===== src/verilog/gpsr_pkg.sv =====
// Constants and types shared by the GPIO sub-register port block
package gpsr_pkg;

  // ==========================================================================
  // Geometry
  localparam int unsigned GPSR_PORT_NUM = 3;
  localparam int unsigned GPSR_PIN_NUM = 8;
  localparam int unsigned GPSR_ALL_PINS = GPSR_PORT_NUM * GPSR_PIN_NUM;

  // ==========================================================================
  // Byte offsets and port register indices: port x base is x * GPSR_PORT_STRIDE
  localparam logic [7:0] GPSR_PORT_STRIDE = 8'h10;
  localparam logic [1:0] GPSR_REG_SELECTOR = 2'h0;
  localparam logic [1:0] GPSR_REG_WINDOW = 2'h1;
  localparam logic [1:0] GPSR_REG_INPUT = 2'h2;
  localparam logic [1:0] GPSR_REG_OUTPUT = 2'h3;
  localparam logic [7:0] GPSR_OFS_IRQ_STATUS = 8'h30;
  localparam logic [7:0] GPSR_OFS_IRQ_MASK = 8'h34;
  localparam logic [7:0] GPSR_OFS_EDGE_SELECT = 8'h38;

  // ==========================================================================
  // Selector codes for the access window
  localparam logic [7:0] GPSR_SEL_DIRECTION = 8'h01;
  localparam logic [7:0] GPSR_SEL_ALT_SELECT = 8'h02;
  localparam logic [7:0] GPSR_SEL_OPEN_DRAIN = 8'h03;

  // ==========================================================================
  // Reset values
  localparam logic [7:0] GPSR_RST_SELECTOR = 8'h00;
  localparam logic [7:0] GPSR_RST_DIRECTION = 8'hFF;
  localparam logic [7:0] GPSR_RST_ALT_SELECT = 8'h00;
  localparam logic [7:0] GPSR_RST_OPEN_DRAIN = 8'h00;
  localparam logic [7:0] GPSR_RST_OUTPUT = 8'h00;
  localparam logic [7:0] GPSR_RST_EDGE_SELECT = 8'h00;
  localparam logic [23:0] GPSR_RST_IRQ = 24'h000000;

  // ==========================================================================
  // Port C alternate-function pin positions
  localparam int unsigned GPSR_PORT_C = 2;
  localparam int unsigned GPSR_PC_TIMER1_IN = 0;
  localparam int unsigned GPSR_PC_TIMER1_OUT = 1;
  localparam int unsigned GPSR_PC_SPI_SS = 2;
  localparam int unsigned GPSR_PC_SPI_SCK = 3;
  localparam int unsigned GPSR_PC_SPI_MOSI = 4;
  localparam int unsigned GPSR_PC_SPI_MISO = 5;

  // ==========================================================================
  // AHB transfer-type codes
  typedef enum logic [1:0] {
    GPSR_HTRANS_IDLE = 2'b00,
    GPSR_HTRANS_BUSY = 2'b01,
    GPSR_HTRANS_NONSEQ = 2'b10,
    GPSR_HTRANS_SEQ = 2'b11
  } gpsr_htrans_e;

endpackage : gpsr_pkg


===== src/verilog/gpsr_edge_if.sv =====
// Synchronised pin levels and edge pulses between detector and port logic
`timescale 1ns/100ps
interface gpsr_edge_if #(
  parameter int unsigned WIDTH = 24
);
  logic [WIDTH-1:0] level;
  logic [WIDTH-1:0] rise;
  logic [WIDTH-1:0] fall;

  modport det (output level, output rise, output fall);
  modport use_side (input level, input rise, input fall);
endinterface : gpsr_edge_if


===== src/verilog/gpsr_edge_detect.sv =====
// Pin synchroniser and edge detector
`timescale 1ns/100ps
module gpsr_edge_detect
  import gpsr_pkg::*;
#(
  parameter int unsigned WIDTH = GPSR_ALL_PINS
) (
  input wire logic hclk,
  input wire logic hresetn,
  input wire logic [WIDTH-1:0] pin_raw,
  gpsr_edge_if.det edge_bus
);

  logic [WIDTH-1:0] sync1_ff;
  logic [WIDTH-1:0] sync2_ff;
  logic [WIDTH-1:0] prev_ff;
  logic [2:0] fill_ff;
  logic armed;

  // ==========================================================================
  // Two-stage synchroniser; the first stage feeds only the second
  always_ff @(posedge hclk or negedge hresetn) begin
    if (!hresetn) begin
      sync1_ff <= '0;
      sync2_ff <= '0;
    end else begin
      sync1_ff <= pin_raw;
      sync2_ff <= sync1_ff;
    end
  end

  // ==========================================================================
  // Edge detection on the settled level
  always_ff @(posedge hclk or negedge hresetn) begin
    if (!hresetn) begin
      prev_ff <= '0;
      fill_ff <= 3'h0;
    end else begin
      prev_ff <= sync2_ff;
      fill_ff <= {fill_ff[1:0], 1'b1};
    end
  end

  // Reset zeros still in the pipe would look like edges on pins idling high
  assign armed = fill_ff[2];

  // One-cycle pulses per edge
  assign edge_bus.level = sync2_ff;
  assign edge_bus.rise = sync2_ff & ~prev_ff & {WIDTH{armed}};
  assign edge_bus.fall = ~sync2_ff & prev_ff & {WIDTH{armed}};

endmodule : gpsr_edge_detect


===== src/verilog/gpsr_port.sv =====
// GPIO ports A to C with sub-register configuration, AHB-Lite slave
//
// Operation
// - Every port has a selector, an access window, an input value and an output value register.
// - The selector value picks which sub-register the window reads and writes.
// - Selector 02H routes the window to the eight alternate-select bits, one per pin.
// - A pin with its alternate bit clear is plain I/O steered by its direction bit.
// - A port C pin with its alternate bit set is driven by its peripheral function; on ports A and B it is released.
// - Selector 03H routes the window to the eight open-drain bits, one per pin.
// - A set open-drain bit makes the pin open-drain, alternate drive included.
// - Open-drain acts apart from the alternate bit and only removes the high drive.
// - Port A pins raise a request on a rising or a falling edge, as software selects.
// - Port B and C pins raise a request on every edge.
// - Port C pins 0 to 5 carry timer 1 in, timer 1 out, SPI select, clock, MOSI and MISO.
//
// The AHB-Lite register port and the address map are this design's own decisions.
`timescale 1ns/100ps
module gpsr_port
  import gpsr_pkg::*;
(
  input wire logic hclk,
  input wire logic hresetn,
  input wire logic hsel,
  input wire logic [7:0] haddr,
  input wire logic [1:0] htrans,
  input wire logic hwrite,
  input wire logic [2:0] hsize,
  input wire logic [31:0] hwdata,
  input wire logic hready,
  output logic [31:0] hrdata,
  output logic hreadyout,
  output logic hresp,
  input wire logic [23:0] pin_in,
  output logic [23:0] pin_out,
  output logic [23:0] pin_oe_n,
  output logic [23:0] pin_event,
  output logic irq,
  input wire logic timer1_output_pin,
  input wire logic spi_ss_out,
  input wire logic spi_ss_oe,
  input wire logic spi_sck_out,
  input wire logic spi_sck_oe,
  input wire logic spi_mosi_out,
  input wire logic spi_mosi_oe,
  input wire logic spi_miso_out,
  input wire logic spi_miso_oe,
  output logic timer1_input_pin,
  output logic spi_ss_in,
  output logic spi_sck_in,
  output logic spi_mosi_in,
  output logic spi_miso_in
);

  // ==========================================================================
  // Decoding helpers
  function automatic logic gpsr_is_port(input logic [7:0] addr);
    gpsr_is_port = (addr[7:6] == 2'h0) && (addr[5:4] != 2'h3);
  endfunction : gpsr_is_port

  function automatic logic [1:0] gpsr_port_of(input logic [7:0] addr);
    gpsr_port_of = addr[5:4];
  endfunction : gpsr_port_of

  // ==========================================================================
  // Storage
  logic [2:0][7:0] selector_ff;
  logic [2:0][7:0] direction_ff;
  logic [2:0][7:0] alt_select_ff;
  logic [2:0][7:0] open_drain_ff;
  logic [2:0][7:0] out_value_ff;
  logic [7:0] edge_select_ff;
  logic [23:0] irq_status_ff;
  logic [23:0] irq_mask_ff;
  logic [23:0] pin_out_ff;
  logic [23:0] pin_oe_n_ff;
  logic [23:0] pin_event_ff;
  logic irq_ff;
  logic [31:0] hrdata_ff;
  logic hreadyout_ff;
  logic wr_pend_ff;
  logic rd_pend_ff;
  logic [7:0] addr_ff;
  logic timer1_input_pin_ff;
  logic spi_ss_in_ff;
  logic spi_sck_in_ff;
  logic spi_mosi_in_ff;
  logic spi_miso_in_ff;

  logic addr_phase;
  logic wr_port_hit;
  logic [1:0] wr_port;
  logic [23:0] pin_level;
  logic [23:0] pin_ev;
  logic [7:0] pc_alt_out;
  logic [7:0] pc_alt_oe;
  logic [23:0] nxt_pin_out;
  logic [23:0] nxt_pin_oe_n;
  logic [23:0] nxt_irq_status;
  logic [31:0] nxt_hrdata;

  // ==========================================================================
  // Synchroniser and edge detector
  gpsr_edge_if #(.WIDTH(GPSR_ALL_PINS)) edge_bus ();

  gpsr_edge_detect #(.WIDTH(GPSR_ALL_PINS)) u_edge (
    .hclk(hclk),
    .hresetn(hresetn),
    .pin_raw(pin_in),
    .edge_bus(edge_bus.det)
  );

  assign pin_level = edge_bus.level;

  // ==========================================================================
  // AHB-Lite address phase
  // Reads take one wait state so a selector write just before them is seen
  assign addr_phase = hsel && hready && (htrans[1] == 1'b1);

  always_ff @(posedge hclk or negedge hresetn) begin
    if (!hresetn) begin
      wr_pend_ff <= 1'b0;
      rd_pend_ff <= 1'b0;
      addr_ff <= 8'h00;
    end else begin
      wr_pend_ff <= addr_phase && hwrite;
      rd_pend_ff <= addr_phase && !hwrite;
      if (addr_phase) begin
        addr_ff <= haddr;
      end
    end
  end

  always_ff @(posedge hclk or negedge hresetn) begin
    if (!hresetn) begin
      hreadyout_ff <= 1'b1;
    end else begin
      hreadyout_ff <= !(addr_phase && !hwrite);
    end
  end

  assign wr_port_hit = wr_pend_ff && gpsr_is_port(addr_ff);
  assign wr_port = gpsr_port_of(addr_ff);

  // ==========================================================================
  // Per-port registers
  for (genvar p = 0; p < GPSR_PORT_NUM; p++) begin : g_port
    logic wr_me;
    assign wr_me = wr_port_hit && (wr_port == 2'(p));

    always_ff @(posedge hclk or negedge hresetn) begin
      if (!hresetn) begin
        selector_ff[p] <= GPSR_RST_SELECTOR;
      end else if (wr_me && (addr_ff[3:2] == GPSR_REG_SELECTOR)) begin
        selector_ff[p] <= hwdata[7:0];
      end
    end

    always_ff @(posedge hclk or negedge hresetn) begin
      if (!hresetn) begin
        out_value_ff[p] <= GPSR_RST_OUTPUT;
      end else if (wr_me && (addr_ff[3:2] == GPSR_REG_OUTPUT)) begin
        out_value_ff[p] <= hwdata[7:0];
      end
    end

    // Window writes land in the sub-register the selector names
    always_ff @(posedge hclk or negedge hresetn) begin
      if (!hresetn) begin
        direction_ff[p] <= GPSR_RST_DIRECTION;
        alt_select_ff[p] <= GPSR_RST_ALT_SELECT;
        open_drain_ff[p] <= GPSR_RST_OPEN_DRAIN;
      end else if (wr_me && (addr_ff[3:2] == GPSR_REG_WINDOW)) begin
        case (selector_ff[p])
          GPSR_SEL_DIRECTION: begin
            direction_ff[p] <= hwdata[7:0];
          end
          GPSR_SEL_ALT_SELECT: begin
            alt_select_ff[p] <= hwdata[7:0];
          end
          GPSR_SEL_OPEN_DRAIN: begin
            open_drain_ff[p] <= hwdata[7:0];
          end
          default: begin
          end
        endcase
      end
    end
  end

  // ==========================================================================
  // Interrupt control registers
  always_ff @(posedge hclk or negedge hresetn) begin
    if (!hresetn) begin
      irq_mask_ff <= GPSR_RST_IRQ;
    end else if (wr_pend_ff && (addr_ff == GPSR_OFS_IRQ_MASK)) begin
      irq_mask_ff <= hwdata[23:0];
    end
  end

  always_ff @(posedge hclk or negedge hresetn) begin
    if (!hresetn) begin
      edge_select_ff <= GPSR_RST_EDGE_SELECT;
    end else if (wr_pend_ff && (addr_ff == GPSR_OFS_EDGE_SELECT)) begin
      edge_select_ff <= hwdata[7:0];
    end
  end

  // ==========================================================================
  // Edge events: port A per-pin polarity, ports B and C any edge
  always_comb begin
    pin_ev = edge_bus.rise | edge_bus.fall;
    for (int i = 0; i < GPSR_PIN_NUM; i++) begin
      pin_ev[i] = edge_select_ff[i] ? edge_bus.fall[i] : edge_bus.rise[i];
    end
  end

  always_ff @(posedge hclk or negedge hresetn) begin
    if (!hresetn) begin
      pin_event_ff <= GPSR_RST_IRQ;
    end else begin
      pin_event_ff <= pin_ev;
    end
  end

  // Write-one-to-clear; a new edge in the same cycle keeps its bit set
  always_comb begin
    nxt_irq_status = irq_status_ff;
    if (wr_pend_ff && (addr_ff == GPSR_OFS_IRQ_STATUS)) begin
      nxt_irq_status = nxt_irq_status & ~hwdata[23:0];
    end
    nxt_irq_status = nxt_irq_status | pin_ev;
  end

  always_ff @(posedge hclk or negedge hresetn) begin
    if (!hresetn) begin
      irq_status_ff <= GPSR_RST_IRQ;
      irq_ff <= 1'b0;
    end else begin
      irq_status_ff <= nxt_irq_status;
      irq_ff <= |(nxt_irq_status & irq_mask_ff);
    end
  end

  // ==========================================================================
  // Port C peripheral drive; pins 6 and 7 have no peripheral and stay released
  always_comb begin
    pc_alt_out = 8'h00;
    pc_alt_oe = 8'h00;
    pc_alt_out[GPSR_PC_TIMER1_OUT] = timer1_output_pin;
    pc_alt_oe[GPSR_PC_TIMER1_OUT] = 1'b1;
    pc_alt_out[GPSR_PC_SPI_SS] = spi_ss_out;
    pc_alt_oe[GPSR_PC_SPI_SS] = spi_ss_oe;
    pc_alt_out[GPSR_PC_SPI_SCK] = spi_sck_out;
    pc_alt_oe[GPSR_PC_SPI_SCK] = spi_sck_oe;
    pc_alt_out[GPSR_PC_SPI_MOSI] = spi_mosi_out;
    pc_alt_oe[GPSR_PC_SPI_MOSI] = spi_mosi_oe;
    pc_alt_out[GPSR_PC_SPI_MISO] = spi_miso_out;
    pc_alt_oe[GPSR_PC_SPI_MISO] = spi_miso_oe;
  end

  // ==========================================================================
  // Pin drive: open-drain removes only the high drive, on any source
  always_comb begin
    logic drive;
    logic value;
    drive = 1'b0;
    value = 1'b0;
    nxt_pin_out = '0;
    nxt_pin_oe_n = '1;
    for (int p = 0; p < GPSR_PORT_NUM; p++) begin
      for (int b = 0; b < GPSR_PIN_NUM; b++) begin
        if (!alt_select_ff[p][b]) begin
          drive = !direction_ff[p][b];
          value = out_value_ff[p][b];
        end else if (p == GPSR_PORT_C) begin
          drive = pc_alt_oe[b];
          value = pc_alt_out[b];
        end else begin
          drive = 1'b0;
          value = 1'b0;
        end
        if (open_drain_ff[p][b] && value) begin
          drive = 1'b0;
        end
        nxt_pin_out[p * GPSR_PIN_NUM + b] = value;
        nxt_pin_oe_n[p * GPSR_PIN_NUM + b] = !drive;
      end
    end
  end

  always_ff @(posedge hclk or negedge hresetn) begin
    if (!hresetn) begin
      pin_out_ff <= '0;
      pin_oe_n_ff <= '1;
    end else begin
      pin_out_ff <= nxt_pin_out;
      pin_oe_n_ff <= nxt_pin_oe_n;
    end
  end

  // ==========================================================================
  // Port C levels to peripherals
  always_ff @(posedge hclk or negedge hresetn) begin
    if (!hresetn) begin
      timer1_input_pin_ff <= 1'b0;
      spi_ss_in_ff <= 1'b1;
      spi_sck_in_ff <= 1'b0;
      spi_mosi_in_ff <= 1'b0;
      spi_miso_in_ff <= 1'b0;
    end else begin
      timer1_input_pin_ff <= pin_level[16 + GPSR_PC_TIMER1_IN];
      spi_ss_in_ff <= pin_level[16 + GPSR_PC_SPI_SS];
      spi_sck_in_ff <= pin_level[16 + GPSR_PC_SPI_SCK];
      spi_mosi_in_ff <= pin_level[16 + GPSR_PC_SPI_MOSI];
      spi_miso_in_ff <= pin_level[16 + GPSR_PC_SPI_MISO];
    end
  end

  // ==========================================================================
  // Read data; unmapped addresses read zero with an OKAY answer
  always_comb begin
    logic [1:0] rp;
    rp = gpsr_port_of(addr_ff);
    nxt_hrdata = 32'h00000000;
    if (gpsr_is_port(addr_ff)) begin
      case (addr_ff[3:2])
        GPSR_REG_SELECTOR: begin
          nxt_hrdata[7:0] = selector_ff[rp];
        end
        GPSR_REG_WINDOW: begin
          case (selector_ff[rp])
            GPSR_SEL_DIRECTION: begin
              nxt_hrdata[7:0] = direction_ff[rp];
            end
            GPSR_SEL_ALT_SELECT: begin
              nxt_hrdata[7:0] = alt_select_ff[rp];
            end
            GPSR_SEL_OPEN_DRAIN: begin
              nxt_hrdata[7:0] = open_drain_ff[rp];
            end
            default: begin
              nxt_hrdata = 32'h00000000;
            end
          endcase
        end
        GPSR_REG_INPUT: begin
          nxt_hrdata[7:0] = pin_level[rp * 8 +: 8];
        end
        default: begin
          nxt_hrdata[7:0] = out_value_ff[rp];
        end
      endcase
    end else begin
      case (addr_ff)
        GPSR_OFS_IRQ_STATUS: begin
          nxt_hrdata[23:0] = irq_status_ff;
        end
        GPSR_OFS_IRQ_MASK: begin
          nxt_hrdata[23:0] = irq_mask_ff;
        end
        GPSR_OFS_EDGE_SELECT: begin
          nxt_hrdata[7:0] = edge_select_ff;
        end
        default: begin
          nxt_hrdata = 32'h00000000;
        end
      endcase
    end
  end

  always_ff @(posedge hclk or negedge hresetn) begin
    if (!hresetn) begin
      hrdata_ff <= 32'h00000000;
    end else if (rd_pend_ff) begin
      hrdata_ff <= nxt_hrdata;
    end
  end

  // ==========================================================================
  // Outputs
  assign hrdata = hrdata_ff;
  assign hreadyout = hreadyout_ff;
  assign hresp = 1'b0;
  assign pin_out = pin_out_ff;
  assign pin_oe_n = pin_oe_n_ff;
  assign pin_event = pin_event_ff;
  assign irq = irq_ff;
  assign timer1_input_pin = timer1_input_pin_ff;
  assign spi_ss_in = spi_ss_in_ff;
  assign spi_sck_in = spi_sck_in_ff;
  assign spi_mosi_in = spi_mosi_in_ff;
  assign spi_miso_in = spi_miso_in_ff;

endmodule : gpsr_port

===== config.mk =====
export PLATFORM = sky130hd
export DESIGN_NAME = gpsr_port
export DESIGN_NICKNAME = d
export VERILOG_FILES = /design/src/verilog/gpsr_pkg.sv /design/src/verilog/gpsr_edge_if.sv /design/src/verilog/gpsr_edge_detect.sv /design/src/verilog/gpsr_port.sv
export SDC_FILE = /design/constraint.sdc
export NUM_CORES = 1
export LEC_CHECK = 0
export ABC_AREA = 1
export BUFFER_PORTS_ARGS = -buffer_cell sky130_fd_sc_hd__buf_2
export CORE_AREA = 2 2 180 182
export CTS_CLUSTER_DIAMETER = 40
export DETAILED_ROUTE_END_ITERATION = 16
export DIE_AREA = 0 0 182 184
export PLACE_DENSITY = 0.76
export SETUP_SLACK_MARGIN = 0.5
export SYNTH_ARGS = -nofsm -noshare
export SYNTH_HDL_FRONTEND = slang
export SYNTH_SLANG_ARGS = --single-unit

===== constraint.sdc =====
create_clock -name hclk -period 1.85 [get_ports hclk]
set_input_delay 0.37 -clock hclk [delete_from_list [all_inputs] [get_ports hclk]]
set_output_delay 0.37 -clock hclk [all_outputs]
set_load 0.01 [all_outputs]

# Yosys cells after proc, flatten, opt, wreduce, memory -nomap -nowiden
# Index checks and enable logic that the tools add are counted.
totals:
  word_cells: 274
  inputBits: 83
  out_inout_bits: 112
  register_bits: 372
classes:
  reduce_logical: 108
  n_bitwise: 11
  muxes: 96
  n_lt_le_gt_ge: 1
  n_eq_ne: 21
  shift: 1
ops:
  columns: ["cell", "n"]
  rows:
  - ["24-bit AND", 6]
  - ["8-bit binary-select mux with 2-bit select", 5]
  - ["1-bit two-way mux", 80]
  - ["24-bit inverter", 3]
  - ["8-bit one-hot mux with 3 select lines", 3]
  - ["8-bit by 2-bit == test with 1-bit output, second input constant", 8]
  - ["1-bit zero test", 50]
  - ["24-bit two-way mux", 2]
  - ["24-bit bitwise OR", 2]
  - ["1-bit logical AND", 45]
  - ["8-bit two-way mux", 5]
  - ["8-bit by 1-bit == test with 1-bit output, second input constant", 4]
  - ["16-bit one-hot mux with 2 select lines", 1]
  - ["8-bit by 6-bit == test with 1-bit output, second input constant", 3]
  - ["24-bit OR reduction", 1]
  - ["24-bit by 6-bit indexed part select with 8-bit output", 1]
  - ["2-bit AND reduction", 9]
  - ["2-bit == test, second input constant", 3]
  - ["2-bit zero test", 3]
  - ["2-bit by 1-bit == test with 1-bit output, second input constant", 2]
  - ["2-bit by 3-bit < comparator with 1-bit output, second input constant", 1]
  - ["2-bit inequality test, second input constant", 1]

# Longest topological paths before layout
# Gate-level depths: netlist (run 1).
logic_depth:
  depth_word: 7
  depth_mapped: 15
  mapped_depth_nobuf: 12

# Modules after synthesis
# A second synthesis (run 1) with hierarchy kept.
unflattened:
  hier_cells: 1585
  hier_area_um2: 14840.5
by_module_without_submodules:
  columns: ["mod", "area_each_um2", "cells_per_inst", "n_inst", "seq_area_each_um2"]
  rows:
  - ["gpsr_port", 12559.5, 1408, 1, 7294.5]
  - ["gpsr_edge_detect", 2280.9, 177, 1, 1876.8]

# Worst setup path before layout (run 1)
# No wires, ideal clock.
synth_path:
  path_type: "reg-to-reg"
  from: "register addr_ff[3]"
  to: "register irq_ff (netlist: irq)"
  t_arrival_ns: 1.665
  setup_time_ns: 0.119
  period_less_slack_ns: 1.784
  path_buffers: 1
  stages_incl_launch_ff: 14
  t_required_ns: 1.731
  path_slack_ns: 0.066
  cell_sequence: "dfrtp_1 -> inv_2 -> nand2_1 -> nor2_2 -> nand3_2 -> buf_2 -> o21ai_1 -> o21ai_1 -> nand2_1 -> nand2_1 -> nor2_1 -> nand2_1 -> nor2_1 -> nand2_1"
synth_via:
  elab_chain_len: 6
synth_lines:
  columns: ["item", "line", "source"]
  rows:
  - ["start: declaration", "gpsr_port.sv:82", "logic [7:0] addr_ff;"]
  - ["start signal: assignment", "gpsr_port.sv:128", "addr_ff <= haddr;"]
  - ["8-bit by 6-bit == test with 1-bit output", "gpsr_port.sv:228", "if (wr_pend_ff && (addr_ff == GPSR_OFS_IRQ_STATUS)) begin"]
  - ["1-bit logical AND", "gpsr_port.sv:228", null]
  - ["24-bit two-way mux", "gpsr_port.sv:228", null]
  - ["24-bit bitwise OR", "gpsr_port.sv:231", "nxt_irq_status = nxt_irq_status | pin_ev;"]
  - ["net nxt_irq_status[18]", "gpsr_port.sv:98", "logic [23:0] nxt_irq_status;"]
  - ["24-bit AND", "gpsr_port.sv:240", "irq_ff <= |(nxt_irq_status & irq_mask_ff);"]
  - ["24-bit OR reduction", "gpsr_port.sv:240", null]
  - ["end signal: assignment", "gpsr_port.sv:240", null]
  - ["end: declaration", "gpsr_port.sv:77", "logic irq_ff;"]
# The timed path passes the listed nets, and every way through them passes these cells.
# A chain may end at the register's enable or synchronous reset.

# Worst setup path after layout (run 1)
layout_path:
  from: "register addr_ff[5]"
  to: "register hrdata_ff[1] (netlist: hrdata[1])"
layout_via:
  elab_chain_len: 6
  word_cells_on_any_way: 23
  cone_classes: "eq/ne (7); shift (1); mux (14); reduce/logical (1)"
layout_lines:
  columns: ["item", "line", "source"]
  rows:
  - ["8-bit binary-select mux with 2-bit select", "gpsr_port.sv:328, gpsr_port.sv:331", null]
  - ["8-bit two-way mux (not written as such)", "gpsr_port.sv:328, gpsr_port.sv:331", null]
  - ["8-bit by 2-bit == test with 1-bit output / 8-bit by 1-bit == test with 1-bit output (equally long branches)", "gpsr_port.sv:331", "case (selector_ff[rp])"]
  - ["8-bit one-hot mux with 3 select lines", "gpsr_port.sv:331", null]
  - ["8-bit one-hot mux with 3 select lines", "gpsr_port.sv:326", "case (addr_ff[3:2])"]
  - ["24-bit two-way mux (*)", "gpsr_port.sv:325", "if (gpsr_is_port(addr_ff)) begin"]
  - ["end signal: assignment", "gpsr_port.sv:375", "hrdata_ff <= nxt_hrdata;"]
  - ["end: declaration", "gpsr_port.sv:78", "logic [31:0] hrdata_ff;"]
# Mark *: on every way between the ends. The rest lies on a longest branch, timed or not. The select of a mux whose other input is x is not followed.

==> results.cfg, run 1 <==
[yosys]
synthMuxAreaShare_pct = 0.155
synth.area.top_cells = dfrtp_1, nand2_1, dfstp_2, o21ai_0, inv_1
synth_top_area_cell = dfrtp_1
synth_xor_area_share_pct = 0
yosys-top-cells-count = nand2_1, dfrtp_1, o21ai_0, inv_1, nor2_1
synth.most_common_cell = nand2_1
syn_area_mm2 = 0.0146
synthCells = 1574
synthDistinctLibCells = 36
synth-compound-area-share_pct = 13.1
ys_warn_count = 0
synth-seq-cells = 360
yosys.area_share.adder_pct = 0
syn_avg_cell_area_um2 = 9.25
synth_top_area_share_pct = 53.3
synth_top_family_by_area = simple AND/OR/NAND/NOR gates
yosys.area_share.simple_pct = 18.4
synth_enable_flop_cells = 0
ys.flop_type = dfrtp_1
ys_seq_area_share_pct = 62.3
synthArstFlopShare_pct = 100

[cells_and_area]
fin_cells = 2325
multi_input_area_mm2 = 0.00548
drive_above_1_share_pct = 32.6
final-seq-area_mm2 = 0.00907
final_net_count = 1973
area_growth_pct = 36.9
final_util_pct = 63.5
n_fill_cell = 2426
diodes = 0

[power]
vdd_ir_drop_max_mv = 0.858
sw_frac_of_total_pct = 27.4
finalPower_mw = 19.9
switching_power_mw = 5.46
leakagePower_nw = 10.4
pwr-share-seq_pct = 42.5
power_density_mw_per_mm2 = 1000
p_clk_share_pct = 42.7
intPower_mw = 14.5
p_comb_share_pct = 14.8

[sta]
rsz0062_at_grt = true
max_freq_mhz = 487
worst_pin_slew_ps = 615
fin_crit_sh_pct = 111
setup_ws_ps = -204
drv_slew = 0
clock_skew_ps = 21.6
maxSlewHeadroom_pct = 58.5
min_period_ps = 2050
setup_viol = 66
hold_viol_final = 0
holdWs_ps = 20.3

[place]
placed_cells = 2172
port_buffers = 173
dp_slack_ps = -268
place_hpwl_um = 31500
globalplace.congestion = 0.935

[drt]
firstDrtPassIters = 6
ant_nets = 0
via_per_inst = 5.63
drtIter0Drc = 1521
drt-total-wl_um = 48700
wl_per_cell_um = 20.9
drc = 0
num_vias = 13100

[clock_network]
cts.sinks = 360
numCtsBuffers = 44
cts_tree = yes
clock_path_buffers = 3
htreeDepth = 2
cts_root_buf = clkbuf_16
path_clk_slew_ps = 60
clk-insertion-delay-late_ps = 540

[critical_path]
critPathKind = flop to flop
cp_slowest_stage_delay_ps = 390
startpoint_type = flop
cp_data_arrival_time_ps = 2520
reg2reg_slack_ps = -200
crit_family = simple AND/OR/NAND/NOR gates
cp-end-kind = flop
slowest_stage = dfrtp_1
crit_fanout = 8
worstPathCellList = buf_6, buf_8, nor2_4, nand2_2, nand3_2, nand2_1, nor2_4, buf_12, nand3_1, nand3_2, nand2_1, nand2_1, nand2_1, a21oi_1
worst_ep_required_time_ps = 2310
cp.buffers_inverters = 3
timing.critical_path.mode_cell = nand2_1

[job]
cap_viol_max_count = 0

[run_status]
violations = setup timing
status = complete, but fails checks

[floorplan]
die_area_mm2 = 0.0335
placementRows = 65
start_util_pct = 46.4
dieHeight_um = 184
coreArea_mm2 = 0.0314
boundaryPins = 195
fp.dieW_um = 182

[grt]
grt_pass1_wl_um = 70200
grt_pass1_vias = 12600
antenna_found_initial = 0
grt_usage_pct = 27.4
grt_max_degree = 98
grt_overflow_total = 0

[min_path]
hold_path_class = input port to flop
==> per-stage QoR <==
stage	area (um^2)	TNS, ps
after floorplan	14800	0
after global routing	19900	-10440
after detailed placement	16600	-2110
after global placement	16600	-1580
after CTS	18800	-726
final	19900	-3660
==> worst paths after layout <==
| check | to | start | depth (start not counted) |
|---|---|---|---|
| max in group asynchronous | pin_oe_n[23] | hresetn | 3 |
| worst min register to register | u_edge.edge_bus.level[22] | u_edge.sync1_ff[22] | 0 |
| worst max register to register | hrdata[1] | addr_ff[5] | 14 |
| worst max-delay path | hrdata[1] | addr_ff[5] | 14 |
| min in group asynchronous | selector_ff[21] | hresetn | 2 |
| worst min-delay path | pin_oe_n[19] | spi_sck_oe | 2 |
==> power groups by stage <==
stage / Combinational (mW) / Sequential [mW] / Clock, mW
finish: 2.95 / 8.47 / 8.51
floorplan: 1.14 / 8.51 / 0
detailed placement: 2.25 / 8.57 / 0
CTS: 2.42 / 8.45 / 8.59
global route: 3.16 / 8.49 / 8.91
global placement: 2.23 / 8.56 / 0
==> final cells by class <==
type                            instances  share of cell area, %
Tap cell                              402                   2.52
Sequential cell                       360                   45.5
Inverter                              143                   2.74
Clock buffer                           56                   6.10
Multi-Input combinational cell       1006                   27.5
Clock inverter                         23                   1.27
Timing Repair Buffer                  335                   14.4
==> logic make-up after synthesis <==
kind of cell	after synthesis
AO/OA/AOI/OAI	341
multiplexers	2
buffers and inverters	218
other	2
AND/OR/NAND/NOR	651
flip-flops	360
==> metal layers <==
metal  global-route usage, %  up-vias  wire, um
met3                    4.99      147      4500
met5                       0        -         0
met2                    42.7      731     22400
met4                    10.7        0      1910
li1                        -     5810         -
met1                    38.4     6395     19800
==> cell usage in the layout, fill, tap and decap left out, drive strengths merged, types with 2 or more instances in the layout <==
cell,count
nor3,4
nand2,417
nor2,116
a221oi,3
a211o,7
nor4,5
inv,148
o221ai,14
nand3,96
bufinv,3
dfrtp,310
clkinv,14
dfstp,50
a211oi,3
a21oi,35
buf,297
mux2,2
nand4,12
o21ai,237
conb,10
a311oi,3
o211ai,32
clkbuf,65
dlygate4sd3,29
a31oi,7
==> what timing repair did <==
item                       4_1_cts  5_1_grt
setup endpoints to repair      304      304
hold endpoints to repair        77        0
hold buffers                    29        0
buffers inserted                 7       21
resized for setup              119      218
pin swaps                       17       41
gates cloned                     2       15
No activity file was read; power rests on OpenSTA's default activity.
==> run 2, diff against run 1 <==
--- a/config.mk
+++ b/config.mk
@@ -5,13 +5,13 @@
 export SDC_FILE = /design/constraint.sdc
 export NUM_CORES = 1
 export LEC_CHECK = 0
-export ABC_AREA = 1
+export ABC_CLOCK_PERIOD_IN_PS = 1850
 export BUFFER_PORTS_ARGS = -buffer_cell sky130_fd_sc_hd__buf_2
-export CORE_AREA = 2 2 180 182
+export CORE_AREA = 2 2 173 175
 export CTS_CLUSTER_DIAMETER = 40
 export DETAILED_ROUTE_END_ITERATION = 16
-export DIE_AREA = 0 0 182 184
-export PLACE_DENSITY = 0.76
+export DIE_AREA = 0 0 175 177
+export PLACE_DENSITY = 0.82
 export SETUP_SLACK_MARGIN = 0.5
 export SYNTH_ARGS = -nofsm -noshare
 export SYNTH_HDL_FRONTEND = slang
==> run 2 against run 1 <==
The run still ends with setup timing left; synthesized cell count shrank 29%; non-clock buffer count grew 49; hold slack gained 55 ps; global-route usage grew 0.43 points; routed wire length shrank 4.9%; critical path type unchanged; largest cell class unchanged; largest power group is now registers.
==> results.cfg, run 2 <==
[run_status]
status = complete, but fails checks
violations = setup timing

[sta]
holdWs_ps = 75.7
drv_slew = 0
rsz0062_at_grt = true
setup_viol = 178
fin_crit_sh_pct = 136
maxSlewHeadroom_pct = 62.4
clock_skew_ps = 13.1
min_period_ps = 2520
setup_ws_ps = -666
hold_viol_final = 0
worst_pin_slew_ps = 557
max_freq_mhz = 397
final.setup.tns_ps = -43210

[critical_path]
cp_slowest_stage_delay_ps = 570
critPathKind = flop to flop
cp.buffers_inverters = 2
cp-end-kind = flop
startpoint_type = flop
slowest_stage = o311ai_0
crit_fanout = 5
cp_data_arrival_time_ps = 2890
crit_family = simple AND/OR/NAND/NOR gates
timing.critical_path.mode_cell = buf_4
worst_ep_required_time_ps = 2220
reg2reg_slack_ps = -670
worstPathCellList = nor4_4, nand3_4, o311ai_0, buf_4, o2111ai_1, nor4_2, buf_4, nand4_1

[yosys]
ys.flop_type = dfrtp_1
ys_warn_count = 0
synthCells = 1122
synth.area.top_cells = dfrtp_1, mux2_2, dfstp_2, mux2i_1, mux2_4
synth.most_common_cell = dfrtp_1
synthDistinctLibCells = 59
yosys-top-cells-count = dfrtp_1, mux2_2, nand2_1, mux2i_1, dfstp_2
synth_top_area_cell = dfrtp_1
syn_avg_cell_area_um2 = 13.2
ys_seq_area_share_pct = 61.0
synthArstFlopShare_pct = 100
synth_top_area_share_pct = 52.2
syn_area_mm2 = 0.0149
synth_enable_flop_cells = 0
synth-seq-cells = 360

[floorplan]
boundaryPins = 195
coreArea_mm2 = 0.0292
start_util_pct = 50.8
fp.dieW_um = 175
die_area_mm2 = 0.0310
placementRows = 63
dieHeight_um = 177

[drt]
via_per_inst = 6.00
ant_nets = 0
drt-total-wl_um = 46300
firstDrtPassIters = 6
drc = 0
wl_per_cell_um = 24.1
drtIter0Drc = 1348
num_vias = 11500

[grt]
antenna_found_initial = 2
busiest_layer = met2
grt_max_degree = 61
grt_use_met2_pct = 44.2
use_met1_pct = 38.8
grt_overflow_total = 0
grt_pass1_vias = 11400
grt_pass1_wl_um = 66500
grt_usage_pct = 27.8
grtUsageMet3_pct = 5.07

[clock_network]
cts_root_buf = clkbuf_16
cts_tree = yes
htreeDepth = 2
clock_path_buffers = 3
clk-insertion-delay-late_ps = 540
numCtsBuffers = 45
path_clk_slew_ps = 60
cts.sinks = 360

[power]
leakagePower_nw = 9.22
vdd_ir_drop_max_mv = 0.601
power_density_mw_per_mm2 = 1000

[cells_and_area]
final_net_count = 1580
final_cell_area_mm2 = 0.0202
area_growth_pct = 35.9
final-seq-area_mm2 = 0.00907
layout_common_cells = dfrtp_1, buf_4, buf_2
drive_above_1_share_pct = 46.9
multi_input_area_mm2 = 0.00592
n_fill_cell = 1821
layout_commonest_cell = dfrtp_1

[place]
place_hpwl_um = 27900
dp_slack_ps = -502
place_area_mm2 = 0.0174
globalplace.congestion = 0.906
port_buffers = 173

[min_path]
hold_path_class = input port to flop

[job]
cap_viol_max_count = 0
[run 2: path summary, 6_finish.rpt]
check | start | end | cells after the start
max in group asynchronous | hresetn | selector_ff[21] | 3
setup / recovery | addr_ff[0] | irq | 8
setup reg to reg | addr_ff[0] | irq | 8
min in group asynchronous | hresetn | u_edge.prev_ff[1] | 2
hold / removal | spi_miso_oe | pin_oe_n[21] | 4
hold reg to reg | u_edge.fill_ff[1] | u_edge.fill_ff[2] | 0
[run 2: cells by family after synthesis]
group / Yosys count / share of synthesized area [%]
simple gates: 202 / 7.65
xor+xnor: 16 / 0.943
flops: 360 / 61.0
other cells: 2 / 0.0505
mux: 221 / 16.8
compound gates: 219 / 10.3
buf+inv: 102 / 3.23
[run 2: cell type report]
type,instances,area share [%]
Multi-Input combinational cell,671,29.3
Clock buffer,55,6.01
Sequential cell,360,44.9
Inverter,35,0.650
Antenna cell,2,0.0248
Timing Repair Buffer,384,15.7
Clock inverter,25,1.00
Tap cell,390,2.42
[run 2: per-stage QoR]
step           instances  power, mW  util [%]
2_1_floorplan       1130       10.2         -
3_3_place_gp        1771       11.4      59.4
3_5_place_dp        1771       11.5      59.4
4_1_cts             1903       20.0      67.9
5_1_grt             1922       20.9      69.1
6_report            1922       20.3      69.1
[run 2: routing by layer]
metal	vias up	part of all wire (%)
met2	727	47
met1	5839	40
met5	-	0
met4	0	4.4
li1	4785	-
met3	177	8.3
[run 2: power breakdown]
part | internal [mW] | switching, mW | total (mW)
Clock | 4.76 | 3.49 | 8.25
Combinational | 1.55 | 1.75 | 3.30
Sequential | 8.34 | 0.365 | 8.70
Total | 14.6 | 5.61 | 20.3
[run 2: repair_timing]
item,CTS,global route
gates resized for setup,118,48
setup endpoints to repair,301,305
setup buffers,23,16
hold endpoints to repair,58,0
pin swaps,20,11
hold buffers,25,0
cloned,4,1
[run 2: worst register-to-register path, delay by kind of cell, from the launching register on]
| family | cells | cell delay (ps) |
|---|---|---|
| flops | 1 | 410 |
| compound gates | 2 | 690 |
| buf+inv | 2 | 380 |
| simple gates | 4 | 890 |
